**src/inc/lsd_consts.svh**
```systemverilog
// Constants for the LED sink driver serial and mode logic
`ifndef LSD_CONSTS_SVH
`define LSD_CONSTS_SVH

// Channel count and width of the shift register and output latch
`define LSD_CH_COUNT      8
// Number of pin signals brought through the synchroniser
`define LSD_SYNC_BITS     12
// Index of the last shift edge of the mode switching phase
`define LSD_SWITCH_LAST   2'h1
// Reset values
`define LSD_SR_RST        8'h00
`define LSD_LATCH_RST     8'h00
`define LSD_EN_HIST_RST   2'h3
`define LSD_CNT_RST       2'h0
// Synchroniser reset: enable pin (bit 3) starts high, all else low
`define LSD_SYNC_RST      12'h008

`endif

```
**src/inc/lsd_pkg.sv**
```systemverilog
// Types shared by the LED sink driver modules
`include "lsd_consts.svh"

package lsd_pkg;

	// Operating phase, Gray coded along normal, switching, detection
	typedef enum logic [1:0] {
		LSD_NORMAL = 2'h0,
		LSD_SWITCH = 2'h1,
		LSD_DETECT = 2'h3
	} lsd_mode_e;

	typedef logic [`LSD_CH_COUNT-1:0] lsd_chan_t;

endpackage : lsd_pkg

```
**src/inc/lsd_sync_if.sv**
```systemverilog
// Synchronised pin levels passed from the synchroniser to the core
`timescale 1ns/1ps
`include "lsd_consts.svh"

interface lsd_sync_if;
	logic                    shift_clk;
	logic                    serial_in;
	logic                    strobe_mode_select;
	logic                    enable_switch_detect_n;
	logic [`LSD_CH_COUNT-1:0] channel_error;

	modport src (
		output shift_clk,
		output serial_in,
		output strobe_mode_select,
		output enable_switch_detect_n,
		output channel_error
	);

	modport dst (
		input shift_clk,
		input serial_in,
		input strobe_mode_select,
		input enable_switch_detect_n,
		input channel_error
	);
endinterface : lsd_sync_if

```
**src/logic/lsd_pin_sync.sv**
```systemverilog
// Two-stage synchroniser for every pin that enters the system clock domain
`timescale 1ns/1ps
`include "lsd_consts.svh"

module lsd_pin_sync (
	input  wire logic                     sys_clk_i,
	input  wire logic                     rst_n_i,
	input  wire logic                     shift_clk_i,
	input  wire logic                     serial_in_i,
	input  wire logic                     strobe_mode_select_i,
	input  wire logic                     enable_switch_detect_n_i,
	input  wire logic [`LSD_CH_COUNT-1:0] channel_error_i,
	lsd_sync_if.src                       sync
);

	localparam logic [`LSD_SYNC_BITS-1:0] RST_VEC = `LSD_SYNC_RST;

	logic      [`LSD_SYNC_BITS-1:0] raw;
	wire logic [`LSD_SYNC_BITS-1:0] sync_bits;

	// Pack pins; enable resets high below so drivers start blanked
	assign raw = {channel_error_i, enable_switch_detect_n_i,
		strobe_mode_select_i, serial_in_i, shift_clk_i};

	// First stage feeds only the second stage; each bit owns its flops
	// so that no vector is written from several processes
	genvar gi;
	generate
		for (gi = 0; gi < `LSD_SYNC_BITS; gi = gi + 1) begin : g_bit
			logic meta_r;
			logic sync_r;
			always_ff @(posedge sys_clk_i or negedge rst_n_i) begin
				if (!rst_n_i) begin
					meta_r <= RST_VEC[gi];
					sync_r <= RST_VEC[gi];
				end else begin
					meta_r <= raw[gi];
					sync_r <= meta_r;
				end
			end
			assign sync_bits[gi] = sync_r;
		end
	endgenerate

	// Unpack synchronised levels
	assign sync.shift_clk              = sync_bits[0];
	assign sync.serial_in              = sync_bits[1];
	assign sync.strobe_mode_select     = sync_bits[2];
	assign sync.enable_switch_detect_n = sync_bits[3];
	assign sync.channel_error          = sync_bits[`LSD_SYNC_BITS-1:4];

endmodule : lsd_pin_sync

```
**src/logic/lsd_top.sv**
```systemverilog
// Serial-in parallel-out control and mode logic of the LED sink driver
`timescale 1ns/1ps
`include "lsd_consts.svh"

// Overview of operation
// RQ1: Enable low drives sinks, high blanks all
// RQ2: One-clock enable pulse enters mode switching
// RQ3: Detection mode, enable low captures channel errors
// RQ4: Serial output presents outgoing shift register bit
// RQ5: Strobe latches data except while switching modes
// RQ6: Output enable works in every phase
// RQ7: Switching pulse recognised in every phase
// RQ8: Error capture happens only in detection mode
// RQ9: Strobe during switching never updates latch
// RQ10: Controller clocks captured errors out serially
// RQ11: Switching with select low returns to normal
// RQ12: Shift register shifts on shift clock rise
// RQ13: Latch transparent while strobe high, else holds
// RQ14: Select high picks detection, low picks normal
// RQ15: Latched one turns channel on when enabled
// RQ16: Serial output lags input by seven shifts
// RQ17: Start normal, hold mode until switching sequence

module lsd_top (
	input  wire logic                     sys_clk_i,
	input  wire logic                     rst_n_i,
	input  wire logic                     shift_clk_i,
	input  wire logic                     serial_in_i,
	input  wire logic                     strobe_mode_select_i,
	input  wire logic                     enable_switch_detect_n_i,
	input  wire logic [`LSD_CH_COUNT-1:0] channel_error_i,
	output wire logic [`LSD_CH_COUNT-1:0] channel_sinks_o,
	output wire logic                     serial_out_o,
	output wire logic                     detect_mode_o
);

	lsd_sync_if sync ();

	lsd_pkg::lsd_chan_t  sr_r;
	lsd_pkg::lsd_chan_t  sr_nxt;
	lsd_pkg::lsd_chan_t  latch_r;
	lsd_pkg::lsd_chan_t  latch_nxt;
	lsd_pkg::lsd_chan_t  sinks_r;
	lsd_pkg::lsd_mode_e  state_r;
	lsd_pkg::lsd_mode_e  state_nxt;
	logic [1:0]          cnt_r;
	logic [1:0]          cnt_nxt;
	logic [1:0]          en_hist_r;
	logic                clk_prev_r;
	logic                clk_rise;
	logic                sw_pulse;
	logic                capture;
	logic                in_switch;
	logic                en_n;
	logic                strobe;

	// All pins pass two flip-flops before any logic here reads them
	lsd_pin_sync u_sync (
		.sys_clk_i                (sys_clk_i),
		.rst_n_i                  (rst_n_i),
		.shift_clk_i              (shift_clk_i),
		.serial_in_i              (serial_in_i),
		.strobe_mode_select_i     (strobe_mode_select_i),
		.enable_switch_detect_n_i (enable_switch_detect_n_i),
		.channel_error_i          (channel_error_i),
		.sync                     (sync)
	);

	// Event decode from synchronised levels
	assign en_n      = sync.enable_switch_detect_n;
	assign strobe    = sync.strobe_mode_select;
	assign clk_rise  = sync.shift_clk & ~clk_prev_r;
	assign in_switch = (state_r == lsd_pkg::LSD_SWITCH);
	// High, low, high on three shift edges is a switching pulse
	assign sw_pulse  = clk_rise & en_n & (en_hist_r == 2'h2); // RQ2 RQ7
	// Capture only in detection mode while enable is low
	assign capture   = clk_rise & ~en_n &
		(state_r == lsd_pkg::LSD_DETECT); // RQ3 RQ8

	// Capture has priority so the edge that senses errors does not shift
	assign sr_nxt = capture ? sync.channel_error : // RQ3
		clk_rise ? {sr_r[`LSD_CH_COUNT-2:0], sync.serial_in} : // RQ12
		sr_r;

	// Strobe is a data latch outside switching, mode select inside it
	assign latch_nxt = (strobe & ~in_switch) ? sr_r : latch_r; // RQ5 RQ9 RQ13

	// Mode machine; a new pulse restarts switching from any phase
	always_comb begin
		state_nxt = state_r;
		cnt_nxt   = cnt_r;
		if (sw_pulse) begin // RQ7
			state_nxt = lsd_pkg::LSD_SWITCH; // RQ2
			cnt_nxt   = `LSD_CNT_RST;
		end else if (clk_rise && in_switch) begin
			if (cnt_r == `LSD_SWITCH_LAST) begin
				state_nxt = strobe ? lsd_pkg::LSD_DETECT
					: lsd_pkg::LSD_NORMAL; // RQ11 RQ14
			end else begin
				cnt_nxt = cnt_r + 2'h1;
			end
		end
	end

	// Data path registers
	always_ff @(posedge sys_clk_i or negedge rst_n_i) begin
		if (!rst_n_i) begin
			sr_r    <= `LSD_SR_RST;
			latch_r <= `LSD_LATCH_RST;
			sinks_r <= `LSD_LATCH_RST;
		end else begin
			sr_r    <= sr_nxt;
			latch_r <= latch_nxt;
			sinks_r <= latch_r & {`LSD_CH_COUNT{~en_n}}; // RQ1 RQ6 RQ15
		end
	end

	// Control registers; reset lands in normal mode
	always_ff @(posedge sys_clk_i or negedge rst_n_i) begin
		if (!rst_n_i) begin
			state_r    <= lsd_pkg::LSD_NORMAL; // RQ17
			cnt_r      <= `LSD_CNT_RST;
			en_hist_r  <= `LSD_EN_HIST_RST;
			clk_prev_r <= 1'b0;
		end else begin
			state_r    <= state_nxt;
			cnt_r      <= cnt_nxt;
			clk_prev_r <= sync.shift_clk;
			if (clk_rise) begin
				en_hist_r <= {en_hist_r[0], en_n};
			end
		end
	end

	// Last stage drives the cascade; controller reads errors here
	assign serial_out_o    = sr_r[`LSD_CH_COUNT-1]; // RQ4 RQ10 RQ16
	assign channel_sinks_o = sinks_r;
	assign detect_mode_o   = (state_r == lsd_pkg::LSD_DETECT);
endmodule : lsd_top

```
**config.mk**
```make
export PLATFORM = sky130hd
export DESIGN_NAME = lsd_top
export DESIGN_NICKNAME = d
export VERILOG_FILES = /design/src/inc/lsd_pkg.sv /design/src/inc/lsd_sync_if.sv /design/src/logic/lsd_pin_sync.sv /design/src/logic/lsd_top.sv
export VERILOG_INCLUDE_DIRS = /design/src /design/src/inc
export SDC_FILE = /design/constraint.sdc
export NUM_CORES = 1
export LEC_CHECK = 0
export BUFFER_PORTS_ARGS = -buffer_cell sky130_fd_sc_hd__buf_2
export CAP_MARGIN = 20
export CORE_UTILIZATION = 45
export CTS_CLUSTER_DIAMETER = 40
export CTS_CLUSTER_SIZE = 40
export DETAILED_ROUTE_END_ITERATION = 10
export GPL_TIMING_DRIVEN = 0
export PLACE_DENSITY_LB_ADDON = 0.08
export SLEW_MARGIN = 20
export SYNTH_ARGS = -nofsm -noshare
export SYNTH_HDL_FRONTEND = slang
export SYNTH_SLANG_ARGS = --single-unit
```
**constraint.sdc**
```tcl
create_clock -name sys_clk_i -period 1.76 [get_ports sys_clk_i]
set_clock_uncertainty 0.1 [all_clocks]
set_input_delay 0 -clock sys_clk_i [delete_from_list [all_inputs] [get_ports sys_clk_i]]
set_output_delay 0 -clock sys_clk_i [all_outputs]
set_load 0.02 [all_outputs]
```
==> results.toml, run 1 <==
[final_layout]
n_antenna_cell = 0
area_growth_pct = 23.4
nNetsFinal = 195
drive_above_1_share_pct = 22.1
final_core_util_pct = 57.5

[sta]
setup_viol = 0
drv_slew = 0
timing.fmax_mhz = 601
fin_tns_setup_ns = 0
worst_pin_slew_ns = 0.653
rsz0062_at_grt = "false"
hold_viol = 0
min_period_over_period_pct = 94.5
maxSlewHeadroom_pct = 56.5
min_period_ns = 1.66

[worst_setup_path]
cp.arrival_ns = 1.80
worstSetupPathType = "reg -> reg"
reg2reg_slack_ns = 0.1
r2r_start = "cnt_r[0]"
path_max_fanout = 4
reg2reg_depth = 4
cp_slowest_stage_delay_ns = 0.41
cp-end-kind = "flop"
cp_slowest_cell = "dfrtp_1"
cp.required_ns = 1.89
startpoint_type = "flop"
crit_chain = "ha_1 > or3b_1 > or3_1 > a21oi_1"
rr_endpoint = "cnt_r[0]"

[global_route]
grt_max_degree = 56
grt_pass1_vias = 1103
grt_pass1_wl_mm = 4.77
overflow = 0
grt_antenna_before_repair = 0
grt_usage_pct = 15.0

[detailed_routing]
wl_per_cell_um = 11.8
wl_mm = 2.73
drtIter0Drc = 40
viasPerCell = 4.77
drc = 0
vias = 1102
ant_nets = 0
first_pass_iters = 4

[synth]
synth_common_cells = "51 x dfrtp_1, 18 x a21oi_1, 15 x nand2_1"
synth_mux_area_share_pct = 4.84
synthTopCellsByArea = "dfrtp_1 69%, dfstp_2 5.6%, a21oi_1 4.8%"
synth_edf_count = 0
yosysTopAreaCell = "dfrtp_1"
postSynthAreaPerCell_um2 = 13.6
synthAdderAreaFrac_pct = 0.672
synthSimpleGateAreaFrac_pct = 11.6
syn-instance-count = 137
synth_nets = 152
synth_seq_cells = 55
synthXorXnorAreaFrac_pct = 0
synth_top_cell_area_share_pct = 68.5
synthMostInstantiatedCell = "dfrtp_1"
syn_area_um2 = 1860
synthDistinctLibCells = 26
synth_top_family_by_area = "simple AND/OR/NAND/NOR gates"
synth_ff_type = "dfrtp_1"
synth_warnings = 0
synth_compound_area_share_pct = 6.92
seq_area_frac_synth_pct = 74.1
synthArstFlopShare_pct = 100

[clocking]
numCtsBuffers = 5
clkSinkCount = 55
clockBufferDepth = 2
clk_pin_slew_ns = 0.09
clkLatencyLatePin_ns = 0.30
cts_tree = "built"
cts_setup_buffers = 0
clockRootBuffer = "clkbuf_8"
htree_levels = 2

[floorplanning]
ios = 24
rows = 23
die_h_um = 66.3
die_w_um = 66.3
die-area_um2 = 4400
start_util_pct = 46.6
coreArea_um2 = 4000

[placement]
gp_congestion = 0.740
io_buffers = 23
dpl.hpwl_mm = 1.79

[power]
p_leak_nw = 1.05
vdd_drop_max_v = 0.000920
power_density_nw_per_um2 = 1370

[run]
maxCapViolations = 0

[run_status]
status = "finished clean"

[min_path]
hold_class = "in -> async"
final cells by class:
cell class | instances | area (um^2)
Buffer | 5 | 26.3
Clock buffer | 6 | 82.6
Clock inverter | 2 | 38.8
Fill cell | 332 | 1700
Inverter | 2 | 7.51
Multi-Input combinational cell | 75 | 453
Sequential cell | 55 | 1380
Tap cell | 50 | 62.6
Timing Repair Buffer | 36 | 248
logic make-up after synthesis:
kind of cell               Yosys count
muxes                                8
DFF                                 55
and+or+nand+nor                     43
adders and majority gates            1
AOI/OAI and AO/OA                   23
buffers and inverters                7
critical path, delay by kind of cell (launching register included):
family,cells,cell delay [ns]
simple gates,2,0.68
fa+ha+maj,1,0.26
flops,1,0.41
compound gates,1,0.14
state kept, by name, indices dropped and copies added (netlist names):
name                                cells
channel_sinks_o                         8
clk_prev_r                              1
cnt_r                                   2
en_hist_r                               2
latch_r                                 8
sr_r                                    8
state_r                                 2
u_sync.g_bit.meta_r                    12
u_sync.g_bit.sync_r                     8
u_sync.sync.enable_switch_detect_n      1
u_sync.sync.serial_in                   1
u_sync.sync.shift_clk                   1
u_sync.sync.strobe_mode_select          1
worst max path at each step:
| stage | from | depth (start not counted) | slack, ns | to |
|---|---|---|---|---|
| final | cnt_r[0] | 4 | 0.1 | cnt_r[0] |
| after global routing | cnt_r[1] | 5 | 0.02 | cnt_r[0] |
| after CTS | u_sync.sync.enable_switch_detect_n | 4 | 0.08 | cnt_r[1] |
| after detailed placement | u_sync.sync.enable_switch_detect_n | 4 | 0.1 | cnt_r[1] |
| after global placement | u_sync.sync.enable_switch_detect_n | 4 | 0.13 | state_r[1] |
| after floorplan | cnt_r[0] | 4 | 0.21 | cnt_r[0] |
power by group:
part           leakage, nW  internal (mW)  switching (mW)
sequential           0.621           1.53           0.146
combinational        0.368          0.301           0.332
clock               0.0618          0.468           0.384
total                 1.05           2.30           0.862
repair_timing:
item	in CTS	in global routing
hold buffers	13	0
resized for setup	0	1
hold endpoints to repair	63	0
setup endpoints to repair	0	4
through the flow:
| step | cells | total power, mW | hold slack, ns | worst slack [ns] | cell area [um^2] |
|---|---|---|---|---|---|
| floorplan | 137 | 2.12 | -0.396 | 0.209 | 1860 |
| global placement | 210 | 2.27 | 0.00534 | 0.127 | 2040 |
| detailed placement | 210 | 2.32 | 0.00931 | 0.0970 | 2040 |
| CTS | 231 | 3.20 | 0.216 | 0.0817 | 2290 |
| global route | 231 | 3.37 | 0.210 | 0.0246 | 2300 |
| finish | 231 | 3.16 | 0.172 | 0.0963 | 2300 |
layer usage:
metal / up-vias / wire length (um) / GRT usage (%)
li1: 538 / - / -
met1: 527 / 1230 / 17.0
met2: 32 / 1320 / 24.7
met3: 5 / 139 / 5.34
met4: 0 / 42 / 7.45
met5: - / 0 / 0
cells in the final DEF (no fill, tap or decap), types with 4 or more instances in the layout:
master / count
a21oi_1: 18
mux2_1: 8
dfstp_2: 4
clkbuf_1: 4
nand2_1: 15
dlygate4sd3_1: 13
dfrtp_1: 51
nor2b_1: 9
clkbuf_8: 6
buf_2: 22
nor2_1: 10
Note: power is estimated with default switching activity, not from simulation.
==> run 2: changes to the inputs <==
==> constraint.sdc (replaced) <==
create_clock -name sys_clk_i -period 2 [get_ports sys_clk_i]
set_clock_uncertainty 0.1 [all_clocks]
set_input_delay 0 -clock sys_clk_i [delete_from_list [all_inputs] [get_ports sys_clk_i]]
set_output_delay 0 -clock sys_clk_i [all_outputs]
set_load 0.02 [all_outputs]
==> run 2 against run 1 <==
Critical path depth did not move. Core utilization shrank 0.13 points. Clock-buffer cell count unchanged. Largest power group unchanged.
==> results.toml, run 2 (synthesized netlist as in run 1, its figures left out) <==
[detailed_routing]
drc = 0
viasPerCell = 4.77
ant_nets = 0
drtIter0Drc = 36
wl_per_cell_um = 11.9
vias = 1101
first_pass_iters = 4
wl_mm = 2.75

[worst_setup_path]
reg2reg_depth = 4
cp-end-kind = "flop"
cp.required_ns = 2.13
startpoint_type = "flop"
cp.arrival_ns = 1.80
worstSetupPathType = "reg -> reg"
path_max_fanout = 4

[run_status]
status = "finished clean"

[floorplanning]
die-area_um2 = 4400
die_h_um = 66.3
ios = 24
die_w_um = 66.3
start_util_pct = 46.6
rows = 23
coreArea_um2 = 4000

[clocking]
ctsResizeCount = 0
clockBufferDepth = 2
clk_pin_slew_ns = 0.09
htree_levels = 2
cts_setup_buffers = 0
clkSinkCount = 55
clockRootBuffer = "clkbuf_8"
postCtsHoldBufs = 13
clkLatencyLatePin_ns = 0.30
numCtsBuffers = 5
cts_tree = "built"

[power]
vdd_drop_max_v = 0.000809
power_density_nw_per_um2 = 1210
p_leak_nw = 1.05

[sta]
setup_ws_ns = 0.330
holdWs_ns = 0.170
timing.fmax_mhz = 599
fin_tns_setup_ns = 0
maxSlewHeadroom_pct = 56.2
min_period_ns = 1.67
worst_pin_slew_ns = 0.656
rsz0062_at_grt = "false"
hold_viol = 0
setup_viol = 0
min_period_over_period_pct = 83.5
drv_slew = 0

[run]
maxCapViolations = 0

[placement]
dpl.hpwl_mm = 1.79
place_ws_ns = 0.337
gp_congestion = 0.740
io_buffers = 23
placed_cell_area_um2 = 2040

[final_layout]
final_cell_mix = "51 x dfrtp_1, 22 x buf_2, 18 x a21oi_1, 15 x nand2_1, 13 x dlygate4sd3_1"
n_antenna_cell = 0
drive_above_1_share_pct = 21.5
finalInstanceArea_um2 = 2290
area_growth_pct = 23.2
regMostFlops = "u_sync.g_bit.meta_r"
largest_reg_flops = 12
final_common_cell = "dfrtp_1"
nNetsFinal = 195
final_core_util_pct = 57.4

[global_route]
grt_pass1_wl_mm = 4.77
grt_max_degree = 56
grt_antenna_before_repair = 0
grt_pass1_vias = 1103
overflow = 0
grt_usage_pct = 15.0

[min_path]
hold_class = "in -> async"
## run 2: cell count changes in the layout (fill, tap and decap cells not counted)
cell	previous run	this run
nor3_1	0	1
nor3_2	1	0
## run 2: area by class of cell
type                            count  area, um^2
Buffer                              5        26.3
Clock buffer                        6        82.6
Clock inverter                      2        38.8
Fill cell                         333        1710
Inverter                            2        7.51
Multi-Input combinational cell     75         448
Sequential cell                    55        1380
Tap cell                           50        62.6
Timing Repair Buffer               36         248
## run 2: critical path, stage by stage, from the launching register on
cell and delay [ns]:
dfrtp_1 0.41, ha_1 0.26, or3b_1 0.38, or3_1 0.32
a21oi_1 0.14
## run 2: final timing paths
path	to	slack, ns	startpoint
setup / recovery	cnt_r[0]	0.33	cnt_r[0]
hold / removal	channel_sinks_o[2]	0.17	rst_n_i
setup reg to reg	cnt_r[0]	0.33	cnt_r[0]
hold reg to reg	u_sync.g_bit[10].sync_r	0.25	u_sync.g_bit[10].meta_r
max in group asynchronous	u_sync.g_bit[4].sync_r	1.20	rst_n_i
min in group sys_clk_i	u_sync.g_bit[2].meta_r	0.24	strobe_mode_select_i
## run 2: power breakdown
group	total, mW	leakage [nW]	internal, mW	switching, mW
Clock	0.749	0.0618	0.412	0.338
Combinational	0.558	0.367	0.265	0.292
Sequential	1.47	0.621	1.35	0.128
Total	2.78	1.05	2.02	0.758
## run 2: routing by layer
metal / wire, um / GRT usage (%) / up-vias
met1: 1250 / 17.0 / 529
li1: - / - / 539
met2: 1320 / 24.7 / 28
met5: 0 / 0 / -
met4: 45 / 7.45 / 0
met3: 127 / 5.34 / 5
## run 2: through the flow
stage                     std cells  total power [mW]
after floorplan                 137              1.86
after global routing            231              2.96
after detailed placement        210              2.04
final                           231              2.78
after global placement          210              2.00
after CTS                       231              2.82
